[config.mk]
export PLATFORM = sky130hd
export DESIGN_NAME = cssi_status_irq
export DESIGN_NICKNAME = d
export VERILOG_FILES = /design/src/cssi_status_irq.v /design/src/cssi_sync2.v
export VERILOG_INCLUDE_DIRS = /design/src
export SDC_FILE = /design/constraint.sdc
export NUM_CORES = 1
export LEC_CHECK = 0
export BUFFER_PORTS_ARGS = -buffer_cell sky130_fd_sc_hd__buf_2
export CAP_MARGIN = 15
export CORE_MARGIN = 4
export CORE_UTILIZATION = 45
export CTS_BUF_LIST = sky130_fd_sc_hd__clkbuf_4 sky130_fd_sc_hd__clkbuf_8
export DETAILED_ROUTE_END_ITERATION = 16
export PLACE_DENSITY = 0.68
export SKIP_LAST_GASP = 1
export SYNTH_ARGS = -nofsm -noshare
export SYNTH_HDL_FRONTEND = slang
export SYNTH_HIERARCHICAL = 1
export SYNTH_SLANG_ARGS = --single-unit
[constraint.sdc]
create_clock -name clk_sys_i -period 2.1 [get_ports clk_sys_i]
set_input_delay 0.315 -clock clk_sys_i [delete_from_list [all_inputs] [get_ports clk_sys_i]]
set_output_delay 0.315 -clock clk_sys_i [all_outputs]
set_load 0.03 [all_outputs]
[src/cssi_defines.vh]
// Constants for the clock synchronizer status pin and interrupt block.
`ifndef CSSI_DEFINES_VH
`define CSSI_DEFINES_VH

// Word indices of the registers; byte address is four times the index.
`define CSSI_IDX_PIN0 4'h0
`define CSSI_IDX_CTRL 4'h4
`define CSSI_IDX_MASK 4'h5
`define CSSI_IDX_INV 4'h6
`define CSSI_IDX_STICKY 4'h7
`define CSSI_IDX_LIVE 4'h8
`define CSSI_NPINS 4

// Status pin configuration fields.
`define CSSI_CFG_W 10
`define CSSI_SEL_HI 5
`define CSSI_SEL_LO 0
`define CSSI_POL_BIT 8
`define CSSI_OD_BIT 9
`define CSSI_CFG_RST 10'h000

// Interrupt control fields.
`define CSSI_EN_BIT 0
`define CSSI_AND_BIT 1
`define CSSI_CTRL_RST 2'h0

// Interrupt indicator vector layout and reset values.
`define CSSI_NIND 12
`define CSSI_IND_XO 0
`define CSSI_IND_TCXO 1
`define CSSI_IND_SELLOSS 2
`define CSSI_IND_DLOL 4
`define CSSI_IND_ALOL 6
`define CSSI_IND_HOLD 8
`define CSSI_IND_SWO 10
`define CSSI_MASK_RST 12'hfff
`define CSSI_INV_RST 12'h000
`define CSSI_LIVE_IRQ_BIT 12

// Status source numbering for the pin selectors.
`define CSSI_NSRC 52
`define CSSI_SRC_XO 0
`define CSSI_SRC_TCXO 1
`define CSSI_SRC_EEPROM 2
`define CSSI_SRC_IRQ 3
`define CSSI_SRC_APLL 4
`define CSSI_APLL_STRIDE 3
`define CSSI_SRC_REF 10
`define CSSI_REF_STRIDE 6
`define CSSI_SRC_DPLL 34
`define CSSI_DPLL_STRIDE 9

`endif

[src/cssi_status_irq.v]
// Status pin routing and sticky, maskable interrupt logic with a Wishbone slave.
// Notes on behaviour
// - Four status pins each pick one signal, a driver type and a polarity.
// - An asserted selected signal drives its pin high unless set active low.
// - Sources include XO and TCXO signal loss, EEPROM active and interrupt flag.
// - Per APLL: lock detect, VCO calibration active, N divider halved.
// - Per reference: divider halved, amplitude, frequency, pulse, phase faults, timer.
// - Per DPLL: four halved dividers, ref selected, holdover, switchover, history, frequency lock loss.
// - Any status pin may carry the interrupt by selecting it.
// - When enabled, any indicator combination may raise the interrupt flag.
// - Each indicator has a mask; masked ones never reach the interrupt.
// - Each unmasked indicator may be inverted before the combining gate.
// - Indicators combine by selectable AND or OR onto the interrupt pin.
// - Asserted flags set sticky bits; host writing zero clears them.
// - Missing and runt pulse flags of each reference are ORed together.
// - PLL lock flags are visible on status pins and in a register.
`timescale 1ns/1ps
`include "cssi_defines.vh"
module cssi_status_irq #(
  parameter NREF = 4,
  parameter NPLL = 2
) (
  input wire clk_sys_i, // System clock, 20 MHz.
  input wire rst_n_i, // Synchronous reset, active low.
  input wire wb_cyc_i, // Wishbone cycle.
  input wire wb_stb_i, // Wishbone strobe.
  input wire wb_we_i, // Wishbone write enable.
  input wire [5:0] wb_adr_i, // Wishbone byte address.
  input wire [3:0] wb_sel_i, // Wishbone byte enables.
  input wire [31:0] wb_dat_i, // Wishbone write data.
  output reg [31:0] wb_dat_o, // Wishbone read data.
  output reg wb_ack_o, // Wishbone acknowledge.
  input wire xo_loss_of_signal_flag_i, // XO input signal lost.
  input wire tcxo_loss_of_signal_flag_i, // TCXO input signal lost.
  input wire eeprom_active_i, // Nonvolatile memory busy.
  input wire [NPLL-1:0] apll_lock_i, // APLL lock detected.
  input wire [NPLL-1:0] vco_cal_active_i, // VCO calibration running.
  input wire [NPLL-1:0] apll_ndiv_pulse_i, // APLL N divider output strobe.
  input wire [NREF-1:0] ref_mondiv_pulse_i, // Monitor divider strobe per reference_input_n.
  input wire [NREF-1:0] ref_amp_fault_i, // Amplitude monitor fault.
  input wire [NREF-1:0] ref_freq_fault_i, // Frequency monitor fault.
  input wire [NREF-1:0] ref_missing_fault_i, // Missing pulse monitor fault.
  input wire [NREF-1:0] ref_runt_fault_i, // Early pulse monitor fault.
  input wire [NREF-1:0] ref_valid_timer_i, // Validation timer running.
  input wire [NREF-1:0] ref_phase_fault_i, // Phase validation fault.
  input wire [NPLL-1:0] dpll_rdiv_pulse_i, // DPLL R divider strobe.
  input wire [NPLL-1:0] dpll_refn_pulse_i, // DPLL REF N divider strobe.
  input wire [NPLL-1:0] dpll_tcxom_pulse_i, // DPLL TCXO M divider strobe.
  input wire [NPLL-1:0] dpll_tcxon_pulse_i, // DPLL TCXO N divider strobe.
  input wire [NPLL-1:0] dpll_ref_selected_i, // DPLL has a reference selected.
  input wire [NPLL-1:0] dpll_holdover_i, // DPLL in holdover.
  input wire [NPLL-1:0] dpll_switchover_i, // DPLL switchover event.
  input wire [NPLL-1:0] dpll_history_update_i, // Tuning history updated.
  input wire [NPLL-1:0] dpll_freq_lock_loss_flag_i, // DPLL frequency lock lost.
  input wire [NPLL-1:0] dpll_sel_loss_of_signal_flag_i, // DPLL selected input lost.
  output reg [`CSSI_NPINS-1:0] status_pin_o, // Status pin output level.
  output reg [`CSSI_NPINS-1:0] status_pin_oe_n_o, // Status pin enable, low drives.
  output reg combined_irq_flag_o // Interrupt flag as computed.
);

  localparam NLVL = 3 + 2 * NPLL + 6 * NREF + 6 * NPLL;
  localparam NPUL = NPLL + NREF + 4 * NPLL;

  // Monitor levels come from other clock domains, so all pass two flip-flops.
  wire [NLVL-1:0] lvl_async;
  wire [NLVL-1:0] lvl;
  assign lvl_async = {dpll_sel_loss_of_signal_flag_i, dpll_freq_lock_loss_flag_i,
    dpll_history_update_i, dpll_switchover_i, dpll_holdover_i, dpll_ref_selected_i,
    ref_phase_fault_i, ref_valid_timer_i, ref_runt_fault_i, ref_missing_fault_i,
    ref_freq_fault_i, ref_amp_fault_i, vco_cal_active_i, apll_lock_i,
    eeprom_active_i, tcxo_loss_of_signal_flag_i, xo_loss_of_signal_flag_i};

  cssi_sync2 #(
    .WIDTH(NLVL)
  ) u_sync (
    .clk_sys_i(clk_sys_i),
    .rst_n_i(rst_n_i),
    .async_i(lvl_async),
    .sync_o(lvl)
  );

  // Unpack the synchronised levels in the same order they were packed.
  wire s_xo_loss = lvl[0];
  wire s_tcxo_loss = lvl[1];
  wire s_eeprom = lvl[2];
  wire [NPLL-1:0] s_alock = lvl[3 +: NPLL];
  wire [NPLL-1:0] s_vcocal = lvl[3 + NPLL +: NPLL];
  localparam RB = 3 + 2 * NPLL;
  wire [NREF-1:0] s_amp = lvl[RB +: NREF];
  wire [NREF-1:0] s_freq = lvl[RB + NREF +: NREF];
  wire [NREF-1:0] s_miss = lvl[RB + 2 * NREF +: NREF];
  wire [NREF-1:0] s_runt = lvl[RB + 3 * NREF +: NREF];
  wire [NREF-1:0] s_valt = lvl[RB + 4 * NREF +: NREF];
  wire [NREF-1:0] s_phase = lvl[RB + 5 * NREF +: NREF];
  localparam DB = RB + 6 * NREF;
  wire [NPLL-1:0] s_refsel = lvl[DB +: NPLL];
  wire [NPLL-1:0] s_hold = lvl[DB + NPLL +: NPLL];
  wire [NPLL-1:0] s_swo = lvl[DB + 2 * NPLL +: NPLL];
  wire [NPLL-1:0] s_hist = lvl[DB + 3 * NPLL +: NPLL];
  wire [NPLL-1:0] s_fll = lvl[DB + 4 * NPLL +: NPLL];
  wire [NPLL-1:0] s_selloss = lvl[DB + 5 * NPLL +: NPLL];

  // Divider strobes are on this clock; each toggles a flop to form div-by-2.
  wire [NPUL-1:0] pulse_in;
  reg [NPUL-1:0] half;
  assign pulse_in = {dpll_tcxon_pulse_i, dpll_tcxom_pulse_i, dpll_refn_pulse_i,
    dpll_rdiv_pulse_i, ref_mondiv_pulse_i, apll_ndiv_pulse_i};

  genvar g;
  generate
    for (g = 0; g < NPUL; g = g + 1) begin : g_half
      always @(posedge clk_sys_i) begin
        if (!rst_n_i) begin
          half[g] <= 1'b0;
        end else if (pulse_in[g]) begin
          half[g] <= ~half[g];
        end
      end
    end
  endgenerate

  localparam HR = NPLL;
  localparam HD = NPLL + NREF;

  // Register state.
  reg [`CSSI_CFG_W-1:0] pin_cfg [0:`CSSI_NPINS-1];
  reg [1:0] irq_ctrl;
  reg [`CSSI_NIND-1:0] irq_mask;
  reg [`CSSI_NIND-1:0] irq_inv;
  reg [`CSSI_NIND-1:0] sticky;
  reg irq_flag;

  // Status source vector that every pin selector indexes.
  wire [`CSSI_NSRC-1:0] src;
  assign src[`CSSI_SRC_XO] = s_xo_loss;
  assign src[`CSSI_SRC_TCXO] = s_tcxo_loss;
  assign src[`CSSI_SRC_EEPROM] = s_eeprom;
  assign src[`CSSI_SRC_IRQ] = irq_flag;

  generate
    for (g = 0; g < NPLL; g = g + 1) begin : g_apll
      // Lock detect is presented as lock, matching the status table polarity.
      assign src[`CSSI_SRC_APLL + g * `CSSI_APLL_STRIDE] = s_alock[g];
      assign src[`CSSI_SRC_APLL + g * `CSSI_APLL_STRIDE + 1] = s_vcocal[g];
      assign src[`CSSI_SRC_APLL + g * `CSSI_APLL_STRIDE + 2] = half[g];
    end
    for (g = 0; g < NREF; g = g + 1) begin : g_ref
      assign src[`CSSI_SRC_REF + g * `CSSI_REF_STRIDE] = half[HR + g];
      assign src[`CSSI_SRC_REF + g * `CSSI_REF_STRIDE + 1] = s_amp[g];
      assign src[`CSSI_SRC_REF + g * `CSSI_REF_STRIDE + 2] = s_freq[g];
      // Both monitors share one window detector, so one merged flag suffices.
      assign src[`CSSI_SRC_REF + g * `CSSI_REF_STRIDE + 3] = s_miss[g] | s_runt[g];
      assign src[`CSSI_SRC_REF + g * `CSSI_REF_STRIDE + 4] = s_valt[g];
      assign src[`CSSI_SRC_REF + g * `CSSI_REF_STRIDE + 5] = s_phase[g];
    end
    for (g = 0; g < NPLL; g = g + 1) begin : g_dpll
      assign src[`CSSI_SRC_DPLL + g * `CSSI_DPLL_STRIDE] = half[HD + g];
      assign src[`CSSI_SRC_DPLL + g * `CSSI_DPLL_STRIDE + 1] = half[HD + NPLL + g];
      assign src[`CSSI_SRC_DPLL + g * `CSSI_DPLL_STRIDE + 2] = half[HD + 2 * NPLL + g];
      assign src[`CSSI_SRC_DPLL + g * `CSSI_DPLL_STRIDE + 3] = half[HD + 3 * NPLL + g];
      assign src[`CSSI_SRC_DPLL + g * `CSSI_DPLL_STRIDE + 4] = s_refsel[g];
      assign src[`CSSI_SRC_DPLL + g * `CSSI_DPLL_STRIDE + 5] = s_hold[g];
      assign src[`CSSI_SRC_DPLL + g * `CSSI_DPLL_STRIDE + 6] = s_swo[g];
      assign src[`CSSI_SRC_DPLL + g * `CSSI_DPLL_STRIDE + 7] = s_hist[g];
      assign src[`CSSI_SRC_DPLL + g * `CSSI_DPLL_STRIDE + 8] = s_fll[g];
    end
  endgenerate

  // Raw interrupt indicators, each active when its fault is present.
  wire [`CSSI_NIND-1:0] ind_raw;
  assign ind_raw[`CSSI_IND_XO] = s_xo_loss;
  assign ind_raw[`CSSI_IND_TCXO] = s_tcxo_loss;
  assign ind_raw[`CSSI_IND_SELLOSS +: 2] = s_selloss;
  assign ind_raw[`CSSI_IND_DLOL +: 2] = s_fll;
  assign ind_raw[`CSSI_IND_ALOL +: 2] = ~s_alock;
  assign ind_raw[`CSSI_IND_HOLD +: 2] = s_hold;
  assign ind_raw[`CSSI_IND_SWO +: 2] = s_swo;

  // Polarity is adjusted before capture so the sticky bits feed the gate.
  wire [`CSSI_NIND-1:0] ind_adj = ind_raw ^ irq_inv;

  // Bus decode; a new request is served once, in the cycle before ack rises.
  wire req = wb_cyc_i & wb_stb_i & ~wb_ack_o;
  wire wr = req & wb_we_i;
  wire [3:0] idx = wb_adr_i[5:2];
  wire [15:0] wmask = {{8{wb_sel_i[1]}}, {8{wb_sel_i[0]}}};
  wire [15:0] wdat = wb_dat_i[15:0];

  // Write-zero clear; a bit that sets in the same cycle stays set.
  wire clr_wr = wr & (idx == `CSSI_IDX_STICKY);
  wire [`CSSI_NIND-1:0] clr = clr_wr ? (wmask[`CSSI_NIND-1:0] & ~wdat[`CSSI_NIND-1:0])
    : {`CSSI_NIND{1'b0}};
  wire [`CSSI_NIND-1:0] next_sticky = (sticky & ~clr) | ind_adj;

  // Combining gate; masked bits are neutral for either function.
  wire [`CSSI_NIND-1:0] unmasked = sticky & ~irq_mask;
  wire and_hit = (|(~irq_mask)) & (&(sticky | irq_mask));
  wire or_hit = |unmasked;
  wire gate = irq_ctrl[`CSSI_AND_BIT] ? and_hit : or_hit;
  wire next_irq = irq_ctrl[`CSSI_EN_BIT] & gate;

  // Sticky and interrupt flag update.
  always @(posedge clk_sys_i) begin
    if (!rst_n_i) begin
      sticky <= {`CSSI_NIND{1'b0}};
      irq_flag <= 1'b0;
      combined_irq_flag_o <= 1'b0;
    end else begin
      sticky <= next_sticky;
      irq_flag <= next_irq;
      combined_irq_flag_o <= next_irq;
    end
  end

  // Control registers; only the byte lanes that carry fields are honoured.
  always @(posedge clk_sys_i) begin
    if (!rst_n_i) begin
      irq_ctrl <= `CSSI_CTRL_RST;
      irq_mask <= `CSSI_MASK_RST;
      irq_inv <= `CSSI_INV_RST;
    end else if (wr) begin
      case (idx)
        `CSSI_IDX_CTRL: begin
          if (wb_sel_i[0]) begin
            irq_ctrl <= wdat[1:0];
          end
        end
        `CSSI_IDX_MASK: begin
          irq_mask <= (irq_mask & ~wmask[`CSSI_NIND-1:0])
            | (wdat[`CSSI_NIND-1:0] & wmask[`CSSI_NIND-1:0]);
        end
        `CSSI_IDX_INV: begin
          irq_inv <= (irq_inv & ~wmask[`CSSI_NIND-1:0])
            | (wdat[`CSSI_NIND-1:0] & wmask[`CSSI_NIND-1:0]);
        end
        default: begin
          irq_ctrl <= irq_ctrl;
        end
      endcase
    end
  end

  // Pin configuration registers and pin drivers, one copy per pin.
  generate
    for (g = 0; g < `CSSI_NPINS; g = g + 1) begin : g_pin
      wire [5:0] psel = pin_cfg[g][`CSSI_SEL_HI:`CSSI_SEL_LO];
      // Out-of-range selections read as an idle, deasserted signal.
      wire asserted = (psel < `CSSI_NSRC) ? src[psel] : 1'b0;
      wire level = asserted ^ pin_cfg[g][`CSSI_POL_BIT];
      always @(posedge clk_sys_i) begin
        if (!rst_n_i) begin
          pin_cfg[g] <= `CSSI_CFG_RST;
        end else if (wr && idx == g) begin
          pin_cfg[g] <= (pin_cfg[g] & ~wmask[`CSSI_CFG_W-1:0])
            | (wdat[`CSSI_CFG_W-1:0] & wmask[`CSSI_CFG_W-1:0]);
        end
      end
      // Open drain only pulls low and releases the pin for a high level.
      always @(posedge clk_sys_i) begin
        if (!rst_n_i) begin
          status_pin_o[g] <= 1'b0;
          status_pin_oe_n_o[g] <= 1'b0;
        end else begin
          status_pin_o[g] <= level;
          status_pin_oe_n_o[g] <= pin_cfg[g][`CSSI_OD_BIT] & level;
        end
      end
    end
  endgenerate

  // Read multiplexer; unmapped words answer zero with a normal ack.
  reg [31:0] rd;
  always @* begin
    rd = 32'h0000_0000;
    case (idx)
      `CSSI_IDX_CTRL: begin
        rd[1:0] = irq_ctrl;
      end
      `CSSI_IDX_MASK: begin
        rd[`CSSI_NIND-1:0] = irq_mask;
      end
      `CSSI_IDX_INV: begin
        rd[`CSSI_NIND-1:0] = irq_inv;
      end
      `CSSI_IDX_STICKY: begin
        rd[`CSSI_NIND-1:0] = sticky;
      end
      `CSSI_IDX_LIVE: begin
        rd[`CSSI_NIND-1:0] = ind_raw;
        rd[`CSSI_LIVE_IRQ_BIT] = irq_flag;
      end
      default: begin
        if (idx < `CSSI_NPINS) begin
          rd[`CSSI_CFG_W-1:0] = pin_cfg[idx[1:0]];
        end
      end
    endcase
  end

  // Ack one cycle after the request; it drops the cycle after it is given.
  always @(posedge clk_sys_i) begin
    if (!rst_n_i) begin
      wb_ack_o <= 1'b0;
      wb_dat_o <= 32'h0000_0000;
    end else begin
      wb_ack_o <= req;
      if (req && !wb_we_i) begin
        wb_dat_o <= rd;
      end
    end
  end

endmodule // cssi_status_irq

[src/cssi_sync2.v]
// Two flip-flop synchroniser for a bundle of independent level signals.
`timescale 1ns/1ps
module cssi_sync2 #(
  parameter WIDTH = 1
) (
  input wire clk_sys_i, // System clock.
  input wire rst_n_i, // Synchronous reset, active low.
  input wire [WIDTH-1:0] async_i, // Levels from another domain.
  output reg [WIDTH-1:0] sync_o // Levels safe to use in this domain.
);

  reg [WIDTH-1:0] meta;

  // The first stage feeds only the second stage, so metastability never leaks.
  always @(posedge clk_sys_i) begin
    if (!rst_n_i) begin
      meta <= {WIDTH{1'b0}};
      sync_o <= {WIDTH{1'b0}};
    end else begin
      meta <= async_i;
      sync_o <= meta;
    end
  end

endmodule // cssi_sync2

==> metrics, run 1 <==
largest net degree at the start of global routing 93; first-pass iteration count of the detailed router 5; start point of the worst hold path dpll_freq_lock_loss_flag_i[0]; Primary FF master, synth dfxtp_1; Vert. Die Dim 156 um; Async SR Flop Fraction 0%; layout filler cell count 1808; kind of critical path reg2reg; Finished Core Util 57.2%; leading area contributor after synthesis dfxtp_1; Hold Path Sink u_sync/meta[39]; clock tree root buffer cell clkbuf_8; number of max-cap violations 0; CP arrival 2600 ps; post-synthesis sequential area ratio 44.8%; final WL 26500 um; static leakage 0.00494 uW; fin cells 1429; Layout Nets 1240; Total Routing Usage GR 21.2%; Clock power frac 38.3%; fmax 0.459 GHz; area of the multi-input gates 5120 um^2; r2r endpoint status_pin_oe_n_o[1]; GP Congestion 0.923; Max Clock Skew 23.6 ps; register area 4420 um^2; RSZ-0062 raised after global routing true; Core Region 21300 um^2; clock insertion delay at the later pin of the skew report 520 ps; share of layout cells above drive strength 1 28.2%; cell count of the worst hold path 2; total grt overflow 0; Synth Instances 946; Die Width 156 um; cell-internal power 6540 uW; endpoints failing hold 0; clk buf depth 3; R2R setup slack -80 ps; Seq pwr share 49.0%; Placed Cells 1339; Setup TNS -347 ps; Distinct cells, synth 63; Starting Density 46.4%; HPWL Detailed 18800 um; Area growth, synth to finish 23.2%; vias in the first global route 7591; violated checks setup timing; Syn. warnings 6; Post-synth EDFFs 40; ANT nets after route 0; ant diodes 0; CP Launch Type flop; fin crit share 104%; Crit Path Max Fanout 6; post-synth top area share 32.6%; Max Slew Vio Count 0; crit end category flop; WL per Instance 18.5 um; dpl ws -150 ps; vias 7952; Residual DRC 0; worst hold path class in2reg; Avg Inst Size Synth 10.4 um^2; Initial DRC Count 716; Top Ports 146; Area contributors post-synth dfxtp_1, edfxtp_1, mux4_2; Max-slew headroom 55.6%; run status finished with violations; Clock transition at path regs 60 ps; Worst-Margin Slew 663 ps; synthesized area 9880 um^2; vias per inst 5.56; Peak VDD IR 508 uV; CTS tree done; cts bufs inserted 34; CTS H-tree lvls 2; fin worst setup slack -78.8 ps; Tmin final 2180 ps; P_sw 2150 uW; row count 53; Final Instance Area 12200 um^2; power density cells 714 nW/um^2; IO buf count 102; Placed Instance Area 11000 um^2; WP data required 2520 ps; worst r2r src pin_cfg[1][0]; antenna violations before repair 0; combinational power share 12.7%; first-pass GRT wire length 41100 um; die outline area 24400 um^2; switching share of power 24.8%; Clock Sinks 201; Worst Reg-to-Reg Cells 8; Synth Register Bits 201; Final Setup Violations 8
worst max-delay path, stage by stage (launching register included):
cell and delay, ps:
edfxtp_1 350, buf_6 130, buf_6 100, mux4_2 530, or3_4 350, o311ai_2 90
a311oi_2 90, a21oi_4 220, mux2i_1 230
metal layers:
metal  global-route usage [%]  vias up  share of wire (%)
met2                     33.9      369                 46
met5                        0        -                  0
li1                         -     3758                  -
met3                     4.36       63                9.0
met1                     29.1     3762                 42
met4                     6.94        0                3.2
cells in the mapped netlist (11+ instances only):
library cell	count
a21boi_0	26
buf_4	24
and2_1	104
dfxtp_1	161
nand2b_1	44
inv_1	22
clkbuf_1	30
edfxtp_1	40
buf_2	16
mux2i_1	31
xor2_1	16
mux4_2	48
o22ai_1	11
nand2_1	67
o21ai_0	43
nand3_1	41
nor2_1	20
nor2b_1	18
a21oi_1	51
worst max path at each step:
stage	start	end	slack [ps]
global route	pin_cfg[1][0]	status_pin_oe_n_o[1]	-200
global placement	pin_cfg[1][0]	status_pin_o[1]	-60
floorplan	wb_adr_i[5]	pin_cfg[1][0]	0.4
finish	pin_cfg[1][0]	status_pin_oe_n_o[1]	-80
detailed placement	pin_cfg[1][0]	status_pin_oe_n_o[1]	-150
CTS	pin_cfg[2][0]	status_pin_o[2]	-100
final cells by class:
cell class / count / share of cell area (%)
multi-input combinational: 661 / 42.0
timing repair buffer: 216 / 12.9
clock inverter: 1 / 0.0617
inverter: 22 / 0.678
tap: 275 / 2.83
sequential: 201 / 36.3
clock buffer: 53 / 5.17
power groups by stage:
| stage | Clock (uW) | Combinational [uW] | Sequential (uW) |
|---|---|---|---|
| 6_report | 3330 | 1100 | 4260 |
| 5_1_grt | 3590 | 1180 | 4280 |
| 4_1_cts | 3420 | 1060 | 4250 |
| 3_5_place_dp | 0 | 993 | 4330 |
| 3_3_place_gp | 0 | 981 | 4330 |
| 2_1_floorplan | 0 | 661 | 4320 |
placed cells by master (no fill, tap or decap), types with 18 or more instances in the layout:
cell           count
dfxtp_1          161
and2_1           103
buf_2            101
buf_4             68
nand2_1           66
a21oi_1           51
mux4_2            48
nand2b_1          44
o21ai_0           42
nand3_1           41
edfxtp_1          40
clkbuf_8          37
dlygate4sd3_1     29
mux2i_1           28
a21boi_0          25
inv_1             22
nor2_1            20
conb_1            19
nor2b_1           18
kinds of logic (layout without fill, tap and decap cells):
group | Yosys count | count (layout) | synth area share, %
multiplexers | 90 | 90 | 15.8
XOR/XNOR | 26 | 26 | 2.31
buffers and inverters | 102 | 292 | 5.60
AO/OA/AOI/OAI | 193 | 193 | 13.0
AND/OR/NAND/NOR | 333 | 333 | 18.5
other | 1 | 19 | 0.0380
flip-flops | 201 | 201 | 44.8
repair_timing:
action,CTS,global route
hold buffers,29,0
resized for setup,15,26
gates cloned,0,1
setup endpoints to repair,8,8
endpoints found under the hold margin,29,0
setup buffers,5,2
pin swaps,9,15
through the flow:
step	hold slack, ps	power (uW)
final	21.1	8690
after floorplan	406	4980
after CTS	0.382	8730
after detailed placement	419	5330
after global placement	414	5310
after global routing	1.83	9050
(Power assumes the default switching activity.)
==> run 2: changes to the inputs <==
--- a/config.mk
+++ b/config.mk
@@ -13,7 +13,6 @@
 export CTS_BUF_LIST = sky130_fd_sc_hd__clkbuf_4 sky130_fd_sc_hd__clkbuf_8
 export DETAILED_ROUTE_END_ITERATION = 16
 export PLACE_DENSITY = 0.68
-export SKIP_LAST_GASP = 1
 export SYNTH_ARGS = -nofsm -noshare
 export SYNTH_HDL_FRONTEND = slang
 export SYNTH_HIERARCHICAL = 1
==> constraint.sdc (replaced) <==
create_clock -name clk_sys_i -period 2.1 [get_ports clk_sys_i]
set_input_delay 0.42 -clock clk_sys_i [delete_from_list [all_inputs] [get_ports clk_sys_i]]
set_output_delay 0.42 -clock clk_sys_i [all_outputs]
set_load 0.03 [all_outputs]
==> metrics, run 2 (synthesized netlist as in run 1, its figures left out) <==
violated checks setup timing; cts bufs inserted 37; Starting Density 46.4%; Tmin final 2310 ps; commonest cells after routing, fill and taps aside dfxtp_1, and2_1, buf_2; Peak VDD IR 597 uV; total grt overflow 0; most used cell, CP mux2i_1; Initial DRC Count 613; Total Routing Usage GR 21.6%; run status finished with violations; row count 53; fin crit share 110%; clk buf depth 3; antenna violations before repair 0; share of layout cells above drive strength 1 29.5%; CP max stage cell mux4_1; Max Slew Vio Count 0; worst r2r src pin_cfg[2][0]; hold_buf cts 0; Crit Path Max Fanout 6; power density cells 760 nW/um^2; Layout Nets 1223; number of max-cap violations 0; WP data required 2560 ps; Max-slew headroom 63.5%; Area growth, synth to finish 22.4%; IO buf count 102; commonest non-fill, non-tap cell in the layout dfxtp_1; cell breakdown of the critical path buf_6 -> mux4_1 -> mux2i_1 -> o221ai_1 -> a22oi_2 -> buf_4 -> mux2i_1; Final Instance Area 12100 um^2; HPWL Detailed 19200 um; Placed Instance Area 11200 um^2; final WL 26400 um; start point of the worst hold path dpll_sel_loss_of_signal_flag_i[1]; largest stage delay on the critical path 540 ps; fmax 0.433 GHz; fin worst setup slack -207 ps; die outline area 24400 um^2; crit end category flop; GP Congestion 0.935; Final Setup Violations 8; static leakage 0.00493 uW; WL per Instance 18.6 um; Top Ports 146; vias 7931; Core Region 21300 um^2; Critical Path Stages 7; Max Clock Skew 52.9 ps; worst hold path class in2reg; kind of critical path reg2reg; first-pass iteration count of the detailed router 5; Vert. Die Dim 156 um; vias in the first global route 7609; RSZ-0062 raised after global routing true; vias per inst 5.59; CP Launch Type flop; endpoints failing hold 0; CP delay by family, top multiplexers; ant diodes 0; Worst-Margin Slew 548 ps; Clock Sinks 201; largest net degree at the start of global routing 62; Clock transition at path regs 60 ps; r2r endpoint status_pin_o[2]; clock insertion delay at the later pin of the skew report 570 ps; ANT nets after route 0; CTS tree done; worst setup path endpoint status_pin_o[2]; fin cells 1418; worst setup path startpoint pin_cfg[2][0]; Critical path buffers and inverters 2; R2R setup slack -210 ps; Residual DRC 0; first-pass GRT wire length 41600 um; CTS H-tree lvls 2; CP arrival 2760 ps; Placed Cells 1351; Worst Reg-to-Reg Cells 7; clock tree root buffer cell clkbuf_8; Die Width 156 um
## run 2: how the worst min path moves through the flow
| stage | slack (ps) | endpoint | depth (start not counted) |
|---|---|---|---|
| 5_1_grt | 60 | u_sync/meta[42] | 2 |
| 2_1_floorplan | 410 | u_sync/sync_o[41] | 1 |
| 4_1_cts | 50 | u_sync/meta[42] | 2 |
| 6_report | 70 | u_sync/meta[42] | 2 |
| 3_3_place_gp | 410 | u_sync/sync_o[41] | 1 |
| 3_5_place_dp | 420 | u_sync/sync_o[14] | 1 |
## run 2: metrics by stage
step	total power [uW]	hold slack (ps)	util, %	setup WS (ps)	TNS [ps]
detailed placement	5360	417	52.4	-173	-710
CTS	9260	45.8	56.7	-195	-768
global placement	5340	410	52.4	-109	-556
floorplan	4980	406	-	-105	-3140
finish	9200	66.1	56.8	-207	-961
global route	9560	62.7	56.8	-245	-1500
## run 2: layout make-up
cell class	instances	area (um^2)
Clock buffer	55	688
Clock inverter	8	81.3
Fill cell	1894	9190
Inverter	22	82.6
Multi-Input combinational cell	661	5060
Sequential cell	201	4420
Tap cell	275	344
Timing Repair Buffer	196	1420
## run 2: what timing repair did
action,4_1_cts,5_1_grt
pin swaps,12,9
cloned,1,0
resized for setup,25,6
endpoints found under the setup margin,8,8
buffers inserted,2,1
## run 2: per-layer routing
metal | up-vias | wire length [um] | global-route usage [%]
li1 | 3724 | - | -
met1 | 3710 | 11300 | 30.7
met2 | 421 | 11700 | 32.4
met3 | 76 | 2480 | 4.36
met4 | 0 | 953 | 8.68
met5 | - | 0 | 0
## run 2: where the power goes
group	switching (uW)	total, uW	internal (uW)
registers	149	4250	4100
clock network	1640	3870	2230
logic	546	1070	528
total	2340	9200	6860
## run 2: worst reg2reg max path: cells and delay by family (launching register included)
family / cells / cell delay (ps)
AO/OA/AOI/OAI: 2 / 460
buffers and inverters: 2 / 370
multiplexers: 3 / 870
flip-flops: 1 / 490
